<file path="src/rtl/adcseq_pkg.sv">
// constants, types and state encodings for the converter cycle sequencer
// assumes a single 250 MHz core clock; pins arrive asynchronous to it
package adcseq_pkg;

	// ************************************************************
	// word layout
	// ************************************************************
	localparam int OUT_BITS = 32;
	localparam int CFG_BITS = 13;
	localparam int RES_BITS = 24;
	localparam int SUB_BITS = 5;
	localparam logic EOC_DONE = 1'b0;
	localparam logic CONSTANT_ZERO_BIT = 1'b0;
	localparam logic [OUT_BITS-1:0] WORD_OVER = 32'h30000000;
	localparam logic [OUT_BITS-1:0] WORD_UNDER = 32'h0fffffff;
	// channel 0 positive, channel 1 negative, 50/60 Hz, 1x
	localparam logic [CFG_BITS-1:0] CFG_DEFAULT = 13'h0000;

	// ************************************************************
	// timing
	// ************************************************************
	localparam int CLK_HZ = 250_000_000;
	localparam int INT_OSC_HZ = 307_200;
	localparam int INT_OSC_DIV = CLK_HZ / INT_OSC_HZ;
	localparam int OSC_IDLE_CYCLES = 4 * INT_OSC_DIV;
	localparam int POR_TIME_US = 4000;
	localparam int POR_CYCLES = POR_TIME_US * (CLK_HZ / 1_000_000);
	localparam int CONV_TICKS_DEF = 1024;
	localparam int ISCK_HALF_CYCLES = 20;
	localparam int FIFO_DEPTH = 4;

	// ************************************************************
	// synchroniser lanes
	// ************************************************************
	localparam int SY_CS = 0;
	localparam int SY_SCK = 1;
	localparam int SY_SDI = 2;
	localparam int SY_F0 = 3;
	localparam int SY_SUP = 4;
	localparam int SY_N = 5;
	localparam logic [SY_N-1:0] SYNC_INIT = 5'h03;

	typedef enum logic [1:0] {ST_POR, ST_CONV, ST_SLEEP, ST_IO} adcseq_state_t;
	typedef enum logic [1:0] {PH_OFFSET, PH_FULLSCALE, PH_SIGNAL} adcseq_phase_t;

endpackage // adcseq_pkg

</file>
<file path="src/rtl/adcseq_fifo.sv">
// small synchronous fifo with valid/ready on both sides
// assumes both sides on the same clock
module adcseq_fifo
	import adcseq_pkg::*;
#(
	parameter int WIDTH = 32,
	parameter int DEPTH = 4
) (
	// clock and reset
	input  wire logic             clk_in,
	input  wire logic             srst_in,
	// fill side
	input  wire logic             in_valid_in,
	output logic                  in_ready_out,
	input  wire logic [WIDTH-1:0] in_data_in,
	// drain side
	output logic                  out_valid_out,
	input  wire logic             out_ready_in,
	output logic      [WIDTH-1:0] out_data_out
);
	localparam int PW = $clog2(DEPTH);
	localparam int CW = $clog2(DEPTH + 1);

	logic [WIDTH-1:0] mem_q [DEPTH];
	logic [PW-1:0]    wr_q, wr_d, rd_q, rd_d;
	logic [CW-1:0]    cnt_q, cnt_d;
	logic             push, pop;

	assign in_ready_out  = cnt_q != CW'(DEPTH);
	assign out_valid_out = cnt_q != '0;
	assign out_data_out  = mem_q[rd_q];

	always_comb begin
		push = in_valid_in && in_ready_out;
		pop  = out_valid_out && out_ready_in;
		wr_d = push ? PW'((wr_q + 1'b1) % DEPTH) : wr_q;
		rd_d = pop ? PW'((rd_q + 1'b1) % DEPTH) : rd_q;
		cnt_d = cnt_q;
		if (push && !pop) begin
			cnt_d = cnt_q + 1'b1;
		end else if (pop && !push) begin
			cnt_d = cnt_q - 1'b1;
		end
	end

	always_ff @(posedge clk_in) begin
		if (srst_in) begin
			wr_q  <= '0;
			rd_q  <= '0;
			cnt_q <= '0;
		end else begin
			wr_q  <= wr_d;
			rd_q  <= rd_d;
			cnt_q <= cnt_d;
		end
		if (push) begin
			mem_q[wr_q] <= in_data_in;
		end
	end

endmodule // adcseq_fifo

</file>
<file path="src/rtl/adcseq_top.sv">
// converter cycle sequencer: conversion, sleep, serial input/output
// assumes analog front end on clk_in; serial pins and f0 asynchronous
module adcseq_top
	import adcseq_pkg::*;
#(
	parameter int POR_CYCLES_P = POR_CYCLES,
	parameter int CONV_TICKS_P = CONV_TICKS_DEF
) (
	// clock and reset
	input  wire logic                         clk_in,
	input  wire logic                         srst_in,
	// serial interface
	input  wire logic                         cs_n_in,
	input  wire logic                         sck_in,
	output logic                              sck_out,
	output logic                              sck_oe_out,
	input  wire logic                         sdi_in,
	output logic                              sdo_out,
	output logic                              sdo_oe_out,
	// conversion clock and supply monitor
	input  wire logic                         conversion_clock_select_in,
	input  wire logic                         supply_low_in,
	// analog front end
	input  wire logic                         afe_sign_in,
	input  wire logic [RES_BITS+SUB_BITS-1:0] afe_value_in,
	input  wire logic                         afe_over_in,
	input  wire logic                         afe_under_in,
	output logic      [CFG_BITS-1:0]          afe_cfg_out,
	output logic      [1:0]                   afe_phase_out
);

	// ************************************************************
	// pin synchronisers
	// ************************************************************
	logic [SY_N-1:0] pin_raw, meta_q, sync_q, prev_q;
	assign pin_raw = {supply_low_in, conversion_clock_select_in, sdi_in, sck_in, cs_n_in};

	for (genvar gi = 0; gi < SY_N; gi++) begin : g_sync
		always_ff @(posedge clk_in) begin
			if (srst_in) begin
				meta_q[gi] <= SYNC_INIT[gi];
				sync_q[gi] <= SYNC_INIT[gi];
				prev_q[gi] <= SYNC_INIT[gi];
			end else begin
				meta_q[gi] <= pin_raw[gi];
				sync_q[gi] <= meta_q[gi];
				prev_q[gi] <= sync_q[gi];
			end
		end
	end

	logic cs_n_s, sck_s, sdi_s, sup_s, cs_rise, cs_fall, f0_rise, sck_p;
	assign cs_n_s  = sync_q[SY_CS];
	assign sck_s   = sync_q[SY_SCK];
	assign sck_p   = prev_q[SY_SCK];
	assign sdi_s   = sync_q[SY_SDI];
	assign sup_s   = sync_q[SY_SUP];
	assign cs_rise = cs_n_s && !prev_q[SY_CS];
	assign cs_fall = !cs_n_s && prev_q[SY_CS];
	assign f0_rise = sync_q[SY_F0] && !prev_q[SY_F0];

	// ************************************************************
	// result word and fifo
	// ************************************************************
	logic [OUT_BITS-1:0] conv_word, fifo_data;
	logic                fifo_in_valid, fifo_in_ready, fifo_out_valid, fifo_out_ready;
	logic                fifo_clr;

	// a low supply also flushes a word caught between push and pop
	assign fifo_clr = srst_in || sup_s;

	// over/underrange replace the value with distinct clamp codes
	assign conv_word = afe_over_in ? WORD_OVER :
		afe_under_in ? WORD_UNDER :
		{EOC_DONE, CONSTANT_ZERO_BIT, afe_sign_in, afe_value_in};

	adcseq_fifo #(
		.WIDTH (OUT_BITS),
		.DEPTH (FIFO_DEPTH)
	) u_fifo (
		.clk_in        (clk_in),
		.srst_in       (fifo_clr),
		.in_valid_in   (fifo_in_valid),
		.in_ready_out  (fifo_in_ready),
		.in_data_in    (conv_word),
		.out_valid_out (fifo_out_valid),
		.out_ready_in  (fifo_out_ready),
		.out_data_out  (fifo_data)
	);

	// ************************************************************
	// sequencer state
	// ************************************************************
	adcseq_state_t       st_q, st_d;
	logic [19:0]         por_cnt_q, por_cnt_d;
	logic [15:0]         conv_cnt_q, conv_cnt_d;
	logic [11:0]         osc_cnt_q, osc_cnt_d, idle_cnt_q, idle_cnt_d;
	logic                ext_osc_q, ext_osc_d, ext_sck_q, ext_sck_d, loaded_q, loaded_d;
	logic [5:0]          rise_cnt_q, rise_cnt_d;
	logic [4:0]          isck_cnt_q, isck_cnt_d;
	logic [OUT_BITS-1:0] shift_q, shift_d;
	logic [CFG_BITS-1:0] cfg_sr_q, cfg_sr_d, cfg_q, cfg_d;
	logic                sck_q, sck_d, sck_oe_q, sck_oe_d, sdo_q, sdo_d, sdo_oe_q, sdo_oe_d;
	logic [1:0]          phase_q, phase_d;
	logic                conv_tick, sck_rise, sck_fall;

	always_comb begin
		st_d = st_q;
		por_cnt_d = por_cnt_q;
		conv_cnt_d = conv_cnt_q;
		osc_cnt_d = osc_cnt_q;
		idle_cnt_d = idle_cnt_q;
		ext_osc_d = ext_osc_q;
		ext_sck_d = ext_sck_q;
		loaded_d = loaded_q;
		rise_cnt_d = rise_cnt_q;
		isck_cnt_d = isck_cnt_q;
		shift_d = shift_q;
		cfg_sr_d = cfg_sr_q;
		cfg_d = cfg_q;
		sck_d = sck_q;
		fifo_in_valid = 1'b0;
		fifo_out_ready = 1'b0;
		conv_tick = 1'b0;
		sck_rise = 1'b0;
		sck_fall = 1'b0;

		// external conversion clock takes over while f0 keeps toggling
		if (f0_rise) begin
			ext_osc_d = 1'b1;
			idle_cnt_d = '0;
		end else if (idle_cnt_q == 12'(OSC_IDLE_CYCLES - 1)) begin
			ext_osc_d = 1'b0;
		end else begin
			idle_cnt_d = idle_cnt_q + 12'h001;
		end
		if (osc_cnt_q == 12'(INT_OSC_DIV - 1)) begin
			osc_cnt_d = '0;
			conv_tick = !ext_osc_q;
		end else begin
			osc_cnt_d = osc_cnt_q + 12'h001;
		end
		if (ext_osc_q && f0_rise) begin
			conv_tick = 1'b1;
		end

		// serial clock events, from the pin or from our own divider
		if (st_q == ST_IO && ext_sck_q) begin
			sck_rise = sck_s && !sck_p;
			sck_fall = !sck_s && sck_p;
		end else if (st_q == ST_IO && !cs_n_s) begin
			if (isck_cnt_q == 5'(ISCK_HALF_CYCLES - 1)) begin
				isck_cnt_d = '0;
				sck_d = !sck_q;
				sck_rise = !sck_q;
				sck_fall = sck_q;
			end else begin
				isck_cnt_d = isck_cnt_q + 5'h01;
			end
		end else begin
			isck_cnt_d = '0;
			sck_d = 1'b1;
		end

		// mode follows the clock level at every select fall
		if (cs_fall) begin
			ext_sck_d = !sck_s;
		end

		case (st_q)
			ST_POR: begin
				cfg_d = CFG_DEFAULT;
				cfg_sr_d = '0;
				shift_d = '0;
				loaded_d = 1'b0;
				if (por_cnt_q == 20'(POR_CYCLES_P - 1)) begin
					st_d = ST_CONV;
					conv_cnt_d = '0;
					ext_sck_d = !sck_s;
				end else begin
					por_cnt_d = por_cnt_q + 20'h00001;
				end
			end
			ST_CONV: begin
				// the finished word waits for fifo room, stalling the cycle
				if (conv_cnt_q == 16'(CONV_TICKS_P)) begin
					fifo_in_valid = 1'b1;
					if (fifo_in_ready) begin
						st_d = ST_SLEEP;
						loaded_d = 1'b0;
					end
				end else if (conv_tick) begin
					conv_cnt_d = conv_cnt_q + 16'h0001;
				end
			end
			ST_SLEEP: begin
				fifo_out_ready = !loaded_q;
				if (fifo_out_valid && !loaded_q) begin
					shift_d = fifo_data;
					loaded_d = 1'b1;
				end
				if (loaded_q && !cs_n_s) begin
					st_d = ST_IO;
					rise_cnt_d = '0;
				end
			end
			ST_IO: begin
				if (cs_rise) begin
					if (rise_cnt_q == '0) begin
						st_d = ST_SLEEP;
					end else begin
						st_d = ST_CONV;
						conv_cnt_d = '0;
						if (rise_cnt_q >= 6'(CFG_BITS)) begin
							cfg_d = cfg_sr_q;
						end
					end
				end else if (sck_rise) begin
					if (rise_cnt_q < 6'(CFG_BITS)) begin
						cfg_sr_d = {cfg_sr_q[CFG_BITS-2:0], sdi_s};
					end
					rise_cnt_d = rise_cnt_q + 6'h01;
				end else if (sck_fall && rise_cnt_q != '0) begin
					if (rise_cnt_q == 6'(OUT_BITS)) begin
						st_d = ST_CONV;
						conv_cnt_d = '0;
						cfg_d = cfg_sr_q;
					end else begin
						shift_d = {shift_q[OUT_BITS-2:0], 1'b0};
					end
				end
			end
			default: begin
				st_d = ST_POR;
			end
		endcase

		if (sup_s) begin
			st_d = ST_POR;
			por_cnt_d = '0;
		end

		// only status leaves the pin outside the transfer
		case (st_d)
			ST_CONV: sdo_d = 1'b1;
			ST_IO:   sdo_d = shift_d[OUT_BITS-1];
			default: sdo_d = 1'b0;
		endcase
		sdo_oe_d = !cs_n_s && st_d != ST_POR;
		// the closing fall must reach the pin before the driver lets go
		sck_oe_d = !ext_sck_d && (st_d == ST_IO
			|| (st_q == ST_IO && st_d == ST_CONV && sck_fall && !cs_rise));

		// calibration is folded into the count, cycle unchanged
		if (conv_cnt_q < 16'(CONV_TICKS_P / 4)) begin
			phase_d = PH_OFFSET;
		end else if (conv_cnt_q < 16'(CONV_TICKS_P / 2)) begin
			phase_d = PH_FULLSCALE;
		end else begin
			phase_d = PH_SIGNAL;
		end
	end

	always_ff @(posedge clk_in) begin
		if (srst_in) begin
			st_q <= ST_POR;
			por_cnt_q <= '0;
			conv_cnt_q <= '0;
			osc_cnt_q <= '0;
			idle_cnt_q <= '0;
			ext_osc_q <= 1'b0;
			ext_sck_q <= 1'b0;
			loaded_q <= 1'b0;
			rise_cnt_q <= '0;
			isck_cnt_q <= '0;
			shift_q <= '0;
			cfg_sr_q <= '0;
			cfg_q <= CFG_DEFAULT;
			sck_q <= 1'b1;
			sck_oe_q <= 1'b0;
			sdo_q <= 1'b0;
			sdo_oe_q <= 1'b0;
			phase_q <= PH_OFFSET;
		end else begin
			st_q <= st_d;
			por_cnt_q <= por_cnt_d;
			conv_cnt_q <= conv_cnt_d;
			osc_cnt_q <= osc_cnt_d;
			idle_cnt_q <= idle_cnt_d;
			ext_osc_q <= ext_osc_d;
			ext_sck_q <= ext_sck_d;
			loaded_q <= loaded_d;
			rise_cnt_q <= rise_cnt_d;
			isck_cnt_q <= isck_cnt_d;
			shift_q <= shift_d;
			cfg_sr_q <= cfg_sr_d;
			cfg_q <= cfg_d;
			sck_q <= sck_d;
			sck_oe_q <= sck_oe_d;
			sdo_q <= sdo_d;
			sdo_oe_q <= sdo_oe_d;
			phase_q <= phase_d;
		end
	end

	assign sck_out       = sck_q;
	assign sck_oe_out    = sck_oe_q;
	assign sdo_out       = sdo_q;
	assign sdo_oe_out    = sdo_oe_q;
	assign afe_cfg_out   = cfg_q;
	assign afe_phase_out = phase_q;
endmodule // adcseq_top

</file>
<file path="config.mk">
export PLATFORM = sky130hd
export DESIGN_NAME = adcseq_top
export DESIGN_NICKNAME = d
export VERILOG_FILES = /design/src/rtl/adcseq_pkg.sv /design/src/rtl/adcseq_fifo.sv /design/src/rtl/adcseq_top.sv
export SDC_FILE = /design/constraint.sdc
export NUM_CORES = 1
export LEC_CHECK = 0
export ABC_AREA = 1
export BUFFER_PORTS_ARGS = -buffer_cell sky130_fd_sc_hd__buf_2
export CELL_PAD_IN_SITES_DETAIL_PLACEMENT = 1
export CELL_PAD_IN_SITES_GLOBAL_PLACEMENT = 1
export CORE_ASPECT_RATIO = 0.75
export CORE_MARGIN = 3
export CORE_UTILIZATION = 47
export CTS_CLUSTER_DIAMETER = 50
export CTS_CLUSTER_SIZE = 24
export DETAILED_ROUTE_END_ITERATION = 12
export HOLD_SLACK_MARGIN = 0.02
export PLACE_DENSITY = 0.82
export SLEW_MARGIN = 20
export SYNTH_ARGS = -nofsm -noshare
export SYNTH_HDL_FRONTEND = slang
export SYNTH_SLANG_ARGS = --single-unit
</file>
<file path="constraint.sdc">
create_clock -name clk_in -period 3.1 [get_ports clk_in]
set_input_delay 0.155 -clock clk_in [delete_from_list [all_inputs] [get_ports clk_in]]
set_output_delay 0.155 -clock clk_in [all_outputs]
set_load 0.01 [all_outputs]
</file>
== Word-level counts from Yosys, hierarchy flattened ==
Memory sizes are Yosys's and may differ from the RTL's. A register that Yosys moved wholly into a read port is not among the register bits.
Cells that the tools add are included.

* Bitwise gates (word level): 2
* Multiplexer cells: 75
* Order comparisons: 4
* Add/subtract/negate cells: 10
* Eq/ne operators: 31
* Reduce and logical (&&, ||, !) cells: 58

{| class="wikitable"
|+ Operators by type and width
! kind !! count
|-
| 2-to-1 mux 32 bit || 5
|-
| 2-to-1 mux 16 bit || 8
|-
| 2-to-1 mux 13 bit || 9
|-
| case mux 32 bit (3 select lines) || 1
|-
| 2-to-1 mux 30 bit || 2
|-
| case mux 13 bit (2 select lines) || 2
|-
| case mux 16 bit (3 select lines) || 1
|-
| 2-to-1 mux 2 bit || 13
|-
| adder 12 x 1 -> 12 bit (second input constant) || 2
|-
| != test 2 bit (second input constant) || 12
|-
| 2-to-1 mux 1 bit || 23
|-
| adder 20 x 1 -> 20 bit (second input constant) || 1
|-
| equality test 20 bit (second input constant) || 1
|-
| logical AND 1 bit || 20
|-
| 2-to-1 mux 6 bit || 3
|-
| != test 3 bit (second input constant) || 6
|-
| adder 16 x 1 -> 16 bit (second input constant) || 1
|-
| equality test 16 x 11 -> 1 bit (second input constant) || 1
|-
| < comparator 16 x 10 -> 1 bit (second input constant) || 1
|-
| < comparator 16 x 9 -> 1 bit (second input constant) || 1
|-
| equality test 12 x 10 -> 1 bit (second input constant) || 1
|-
| equality test 12 bit (second input constant) || 1
|-
| zero test 1 bit || 12
|-
| case mux 6 bit (2 select lines) || 1
|-
| other kinds (29) || 52
|}

* Bits of input ports: 39
* RAM bits: 120
* Register bits: 160
* Logic and storage cells: 216
* Memories kept: 1

{| class="wikitable"
|+ Memories
! name !! words !! bits a word !! rd ports !! clocked after Yosys merged registers in !! wr ports !! line !! RTL
|-
| u_fifo.mem_q || 4 || 30 || 1 || 1 || 1 || adcseq_fifo.sv:24 || <nowiki>logic [WIDTH-1:0] mem_q [DEPTH];</nowiki>
|}

== Longest topological paths before layout ==
* Word-level depth: 16
* Depth in mapped cells: 15

== By module ==
Synthesis repeated with hierarchy kept, for this count alone.

* Cells, all modules: 1559
* Area, all modules: 12952.4 um^2

{| class="wikitable"
|+ Modules (own cells, without submodules)
! module !! times used !! area each (um^2) !! cells each
|-
| adcseq_top || 1 || 7682.4 || 1182
|-
| adcseq_fifo || 1 || 5270.1 || 377
|}

== Worst setup path after synthesis ==
OpenSTA, ideal clock, no wires.

* Path type: register to register
* Start: register conv_cnt_q[10]
* End: memory u_fifo.mem_q[0][0] (netlist bit), enable pin
* Path buffers: 0
* Cell stages (with the launch flop): 9
* Required time: 2.683 ns
* Data arrival time: 2.327 ns
* Path slack: 0.356 ns
* Clock period less this slack: 2.744 ns
* Setup time: 0.417 ns
* Cells stage by stage: dfxtp_1 inv_1 nor2_1 nand2_1 nor2_1 nand2_1 nor2_1 nand2_1 nor2_1

* Longest elaborated chain between the ends: 6

{| class="wikitable"
|+ RTL lines
! item !! line !! RTL
|-
| from (decl) || adcseq_top.sv:96 || <nowiki>logic [15:0] conv_cnt_q, conv_cnt_d;</nowiki>
|-
| from (signal assigned) || adcseq_top.sv:287 || <nowiki>conv_cnt_q <= conv_cnt_d;</nowiki>
|-
| equality test 16 x 11 -> 1 bit || adcseq_top.sv:186 || <nowiki>if (conv_cnt_q == 16'(CONV_TICKS_P)) begin</nowiki>
|-
| 2-to-1 mux 1 bit || adcseq_top.sv:186 ||
|-
| 2-to-1 mux 1 bit || adcseq_top.sv:170 || <nowiki>case (st_q)</nowiki>
|-
| logical AND 1 bit || adcseq_fifo.sv:34 || <nowiki>push = in_valid_in && in_ready_out;</nowiki>
|-
| 2-to-1 mux 1 bit || adcseq_fifo.sv:56 || <nowiki>if (push) begin</nowiki>
|-
| 2-to-1 mux 1 bit (not written as such) || adcseq_fifo.sv:57 || <nowiki>mem_q[wr_q] <= in_data_in;</nowiki>
|-
| to (decl) || adcseq_fifo.sv:24 ||
|}

Every way passes these cells.

== Worst setup path in the final report ==
* Start: register rise_cnt_q[0]
* End: register cfg_q[12] (netlist: afe_cfg_out[12])

* Longest elaborated chain between the ends: 4
* Elaborated cells between the ends (all ways): 10
* Classes of those cells: order compare (1); eq/ne (5); reduce/logical (4)

{| class="wikitable"
|+ RTL lines
! item !! line !! RTL
|-
| from (decl) || adcseq_top.sv:99 || <nowiki>logic [5:0] rise_cnt_q, rise_cnt_d;</nowiki>
|-
| from (signal assigned) || adcseq_top.sv:293 || <nowiki>rise_cnt_q <= rise_cnt_d;</nowiki>
|-
| branches (longest 3 deep; another with >= comparator 6 x 4 -> 1 bit) || - ||
|-
| AND reduction 6 bit (no line) (*) || - ||
|-
| to (signal assigned) || adcseq_top.sv:297 || <nowiki>cfg_q <= cfg_d;</nowiki>
|-
| to (decl) || adcseq_top.sv:102 || <nowiki>logic [CFG_BITS-1:0] cfg_sr_q, cfg_sr_d, cfg_q, cfg_d;</nowiki>
|}

Every way passes the cells marked *.
A chain may end at the register's enable or synchronous reset.

==> results.json <==
{
  "syn_inst": 1514,
  "syn_area_per_cell_um2": 8.26,
  "p_comb_share_pct": 2.5,
  "io_pins": 58,
  "postRouteAntennaNets": 0,
  "synth-main-ff-cell": "dfxtp_1",
  "grt_pass1_vias": 10949,
  "max_freq_mhz": 370,
  "vias": 10464,
  "ys_ff_latch": 282,
  "fp.dieW_um": 194,
  "holdWs_ns": 0.0330,
  "grt_start_max_net_pins": 61,
  "p_int_uw": 5580,
  "routed_via_density": 5.46,
  "cp-start-kind": "register",
  "drt_wl_total_um": 32900,
  "final_cell_mix": "306 x nand2_1, 266 x nor2_1, 161 x dfxtp_1",
  "synth_compound_area_share_pct": 11.9,
  "synth-edff-count": 120,
  "mostFrequentLayoutCell": "nand2_1",
  "tightest_slew_ns": 0.874,
  "setup-tns-final_ns": 0,
  "muxShareOfSynthArea_pct": 0,
  "cp-end-kind": "register",
  "design_area_mm2": 0.0140,
  "drc": 0,
  "synthXorXnorAreaFrac_pct": 1.61,
  "fin_crit_sh_pct": 87.3,
  "drtPass1Iterations": 5,
  "die_h_um": 147,
  "routedWlPerCell_um": 17.2,
  "clockPowerShare_pct": 44.1,
  "powerDensity_mw_per_mm2": 521,
  "p_seq_share_pct": 53.4,
  "slew-limit-headroom_pct": 41.5,
  "die_area_mm2": 0.0286,
  "drtIter0Drc": 585,
  "grt_pass1_wl_um": 54600,
  "rsz0062_at_grt": "no",
  "gp_congestion": 0.847,
  "worst-setup-path-type": "register to register",
  "cts_tree": "built",
  "clock_sinks": 282,
  "cts_buffers": 24,
  "setup_slack_ns": 0.394,
  "dp_hpwl_um": 21700,
  "hold_class": "input pin to register",
  "drive_above_1_share_pct": 9.35,
  "area_growth_pct": 12.0,
  "clk_pin_slew_ns": 0.09,
  "vdd_drop_max_mv": 0.408,
  "core_mm2": 0.0261,
  "required_ns": 3.52,
  "n_antenna_cell": 0,
  "detailedPlace.worstSlack_ns": 0.388,
  "switching_power_uw": 1730,
  "synth_top_family_by_area": "simple AND/OR/NAND/NOR gates",
  "nets": 1610,
  "fp-row-count": 51,
  "ys_async_sr_fraction_pct": 0,
  "synthDistinctLibCells": 42,
  "synth_fa_ha_area_share_pct": 1.66,
  "fillCellCount": 3168,
  "antenna_found_initial": 0,
  "synthesis.nets": 1569,
  "dpl_cell_area_mm2": 0.0131,
  "setup_viol": 0,
  "hold_violations": 0,
  "cts_root_buf": "clkbuf_16",
  "power.leakage_uw": 0.00513,
  "clk_latency_ns": 0.53,
  "synth_warnings": 0,
  "synth-simple-area-share_pct": 24.2,
  "synth_area_mm2": 0.0125,
  "p_sw_share_pct": 23.7,
  "cp.arrival_ns": 3.13,
  "ctsHtreeMaxLevel": 1,
  "grt_overflow": 0,
  "ys_seq_area_share_pct": 54.7,
  "clockBufferDepth": 3,
  "grt_usage_pct": 22.8,
  "fin_skew_ns": 0.0183,
  "outcome": "finished, final reports clean",
  "finalMaxSlewViolations": 0,
  "critical_path.max_fanout": 14,
  "place.port_buffers": 57,
  "initial_core_util_pct": 47.9,
  "min_period_ns": 2.71,
  "maxCapViolCount": 0
}
==> area by class of cell <==
type / count / area [µm²] / area share [%]
repair buffers: 83 / 503 / 3.59
clock inverters: 18 / 205 / 1.46
well taps: 344 / 430 / 3.07
clock buffers: 26 / 651 / 4.64
inverters: 116 / 435 / 3.11
multi-input cells: 1048 / 4940 / 35.3
flip-flops and latches: 282 / 6850 / 48.9
==> routing by layer <==
layer  vias up  global-route usage [%]  routed length (µm)
met5         -                       0                   0
met4         0                    4.09                 459
met3        36                    2.71                1120
met2       152                    39.8               15900
met1      5168                    31.1               15400
li1       5108                       -                   -
==> critical path, cell delays in order (launching register included) <==
cell     delay (ns)
dfxtp_1        0.42
inv_1          0.11
ha_1           0.23
nand2_1        0.07
nor2_1         0.05
nand3_1        0.15
a21oi_2        0.11
nor2_1         0.67
nand2_1        0.51
nand2_1        0.18
a21oi_1        0.08
==> sequential cells by signal (all words and copies together), names as in the netlist, 3 cells and up, named ones only <==
signal	cells
isck_cnt_q	5
idle_cnt_q	12
rise_cnt_q	6
meta_q	5
por_cnt_q	20
cfg_sr_q	13
shift_q	32
osc_cnt_q	12
u_fifo.mem_q	120
u_fifo.cnt_q	3
conv_cnt_q	16
afe_cfg_out	13
==> synthesized netlist by cell type (8+ instances only) <==
| cell type | number | area [µm²] |
|---|---|---|
| nand2_1 | 306 | 1150 |
| nor2_1 | 270 | 1010 |
| dfxtp_1 | 162 | 3240 |
| a21oi_1 | 127 | 636 |
| edfxtp_1 | 120 | 3600 |
| inv_1 | 113 | 424 |
| o21ai_0 | 109 | 546 |
| nand3_1 | 62 | 310 |
| clkbuf_1 | 45 | 169 |
| o22ai_1 | 30 | 188 |
| nand4_1 | 25 | 156 |
| nor3_1 | 24 | 120 |
| xor2_1 | 20 | 175 |
| ha_1 | 15 | 188 |
| buf_2 | 14 | 70.1 |
| o21ai_1 | 11 | 55.1 |
| or2_2 | 9 | 56.3 |
| nor3b_1 | 8 | 60.1 |
==> what timing repair did <==
action                                 CTS  global route
endpoints found under the hold margin   19             0
hold buffers                             9             0
resized for setup                        0             0
buffers inserted                         0             0
==> worst paths after layout <==
path	start	slack, ns	end	cells past startpoint
max	rise_cnt_q[0]$_SDFFE_PP0P_	0.39	afe_cfg_out[12]$_SDFFE_PP0P_	10
min	srst_in	0.03	meta_q[4]$_SDFF_PP0_	2
max reg2reg	rise_cnt_q[0]$_SDFFE_PP0P_	0.39	afe_cfg_out[12]$_SDFFE_PP0P_	10
min reg2reg	meta_q[2]$_SDFF_PP0_	0.40	sdi_s$_SDFF_PP0_	2
==> power by group through the flow <==
stage | combinational [µW] | sequential (µW) | clock [µW]
after floorplan | 109 | 3980 | 0
after global placement | 166 | 3990 | 0
after detailed placement | 177 | 3990 | 0
after CTS | 186 | 3900 | 3260
after global routing | 210 | 3910 | 3410
final | 183 | 3900 | 3220
==> kinds of logic (layout without fill, tap and decap cells) <==
| group | count (synthesis) | count (layout) |
|---|---|---|
| fa+ha+maj | 16 | 16 |
| flops | 282 | 282 |
| simple gates | 724 | 724 |
| compound gates | 285 | 285 |
| xor+xnor | 23 | 23 |
| buf+inv | 184 | 243 |
==> metrics by stage <==
step	util, %	instances	total power [µW]
2_1_floorplan	-	1514	4090
3_3_place_gp	50.1	1864	4150
3_5_place_dp	50.1	1864	4160
4_1_cts	53.7	1917	7350
5_1_grt	53.7	1917	7530
6_report	53.7	1917	7300
Power figures use the tool's default switching activity.
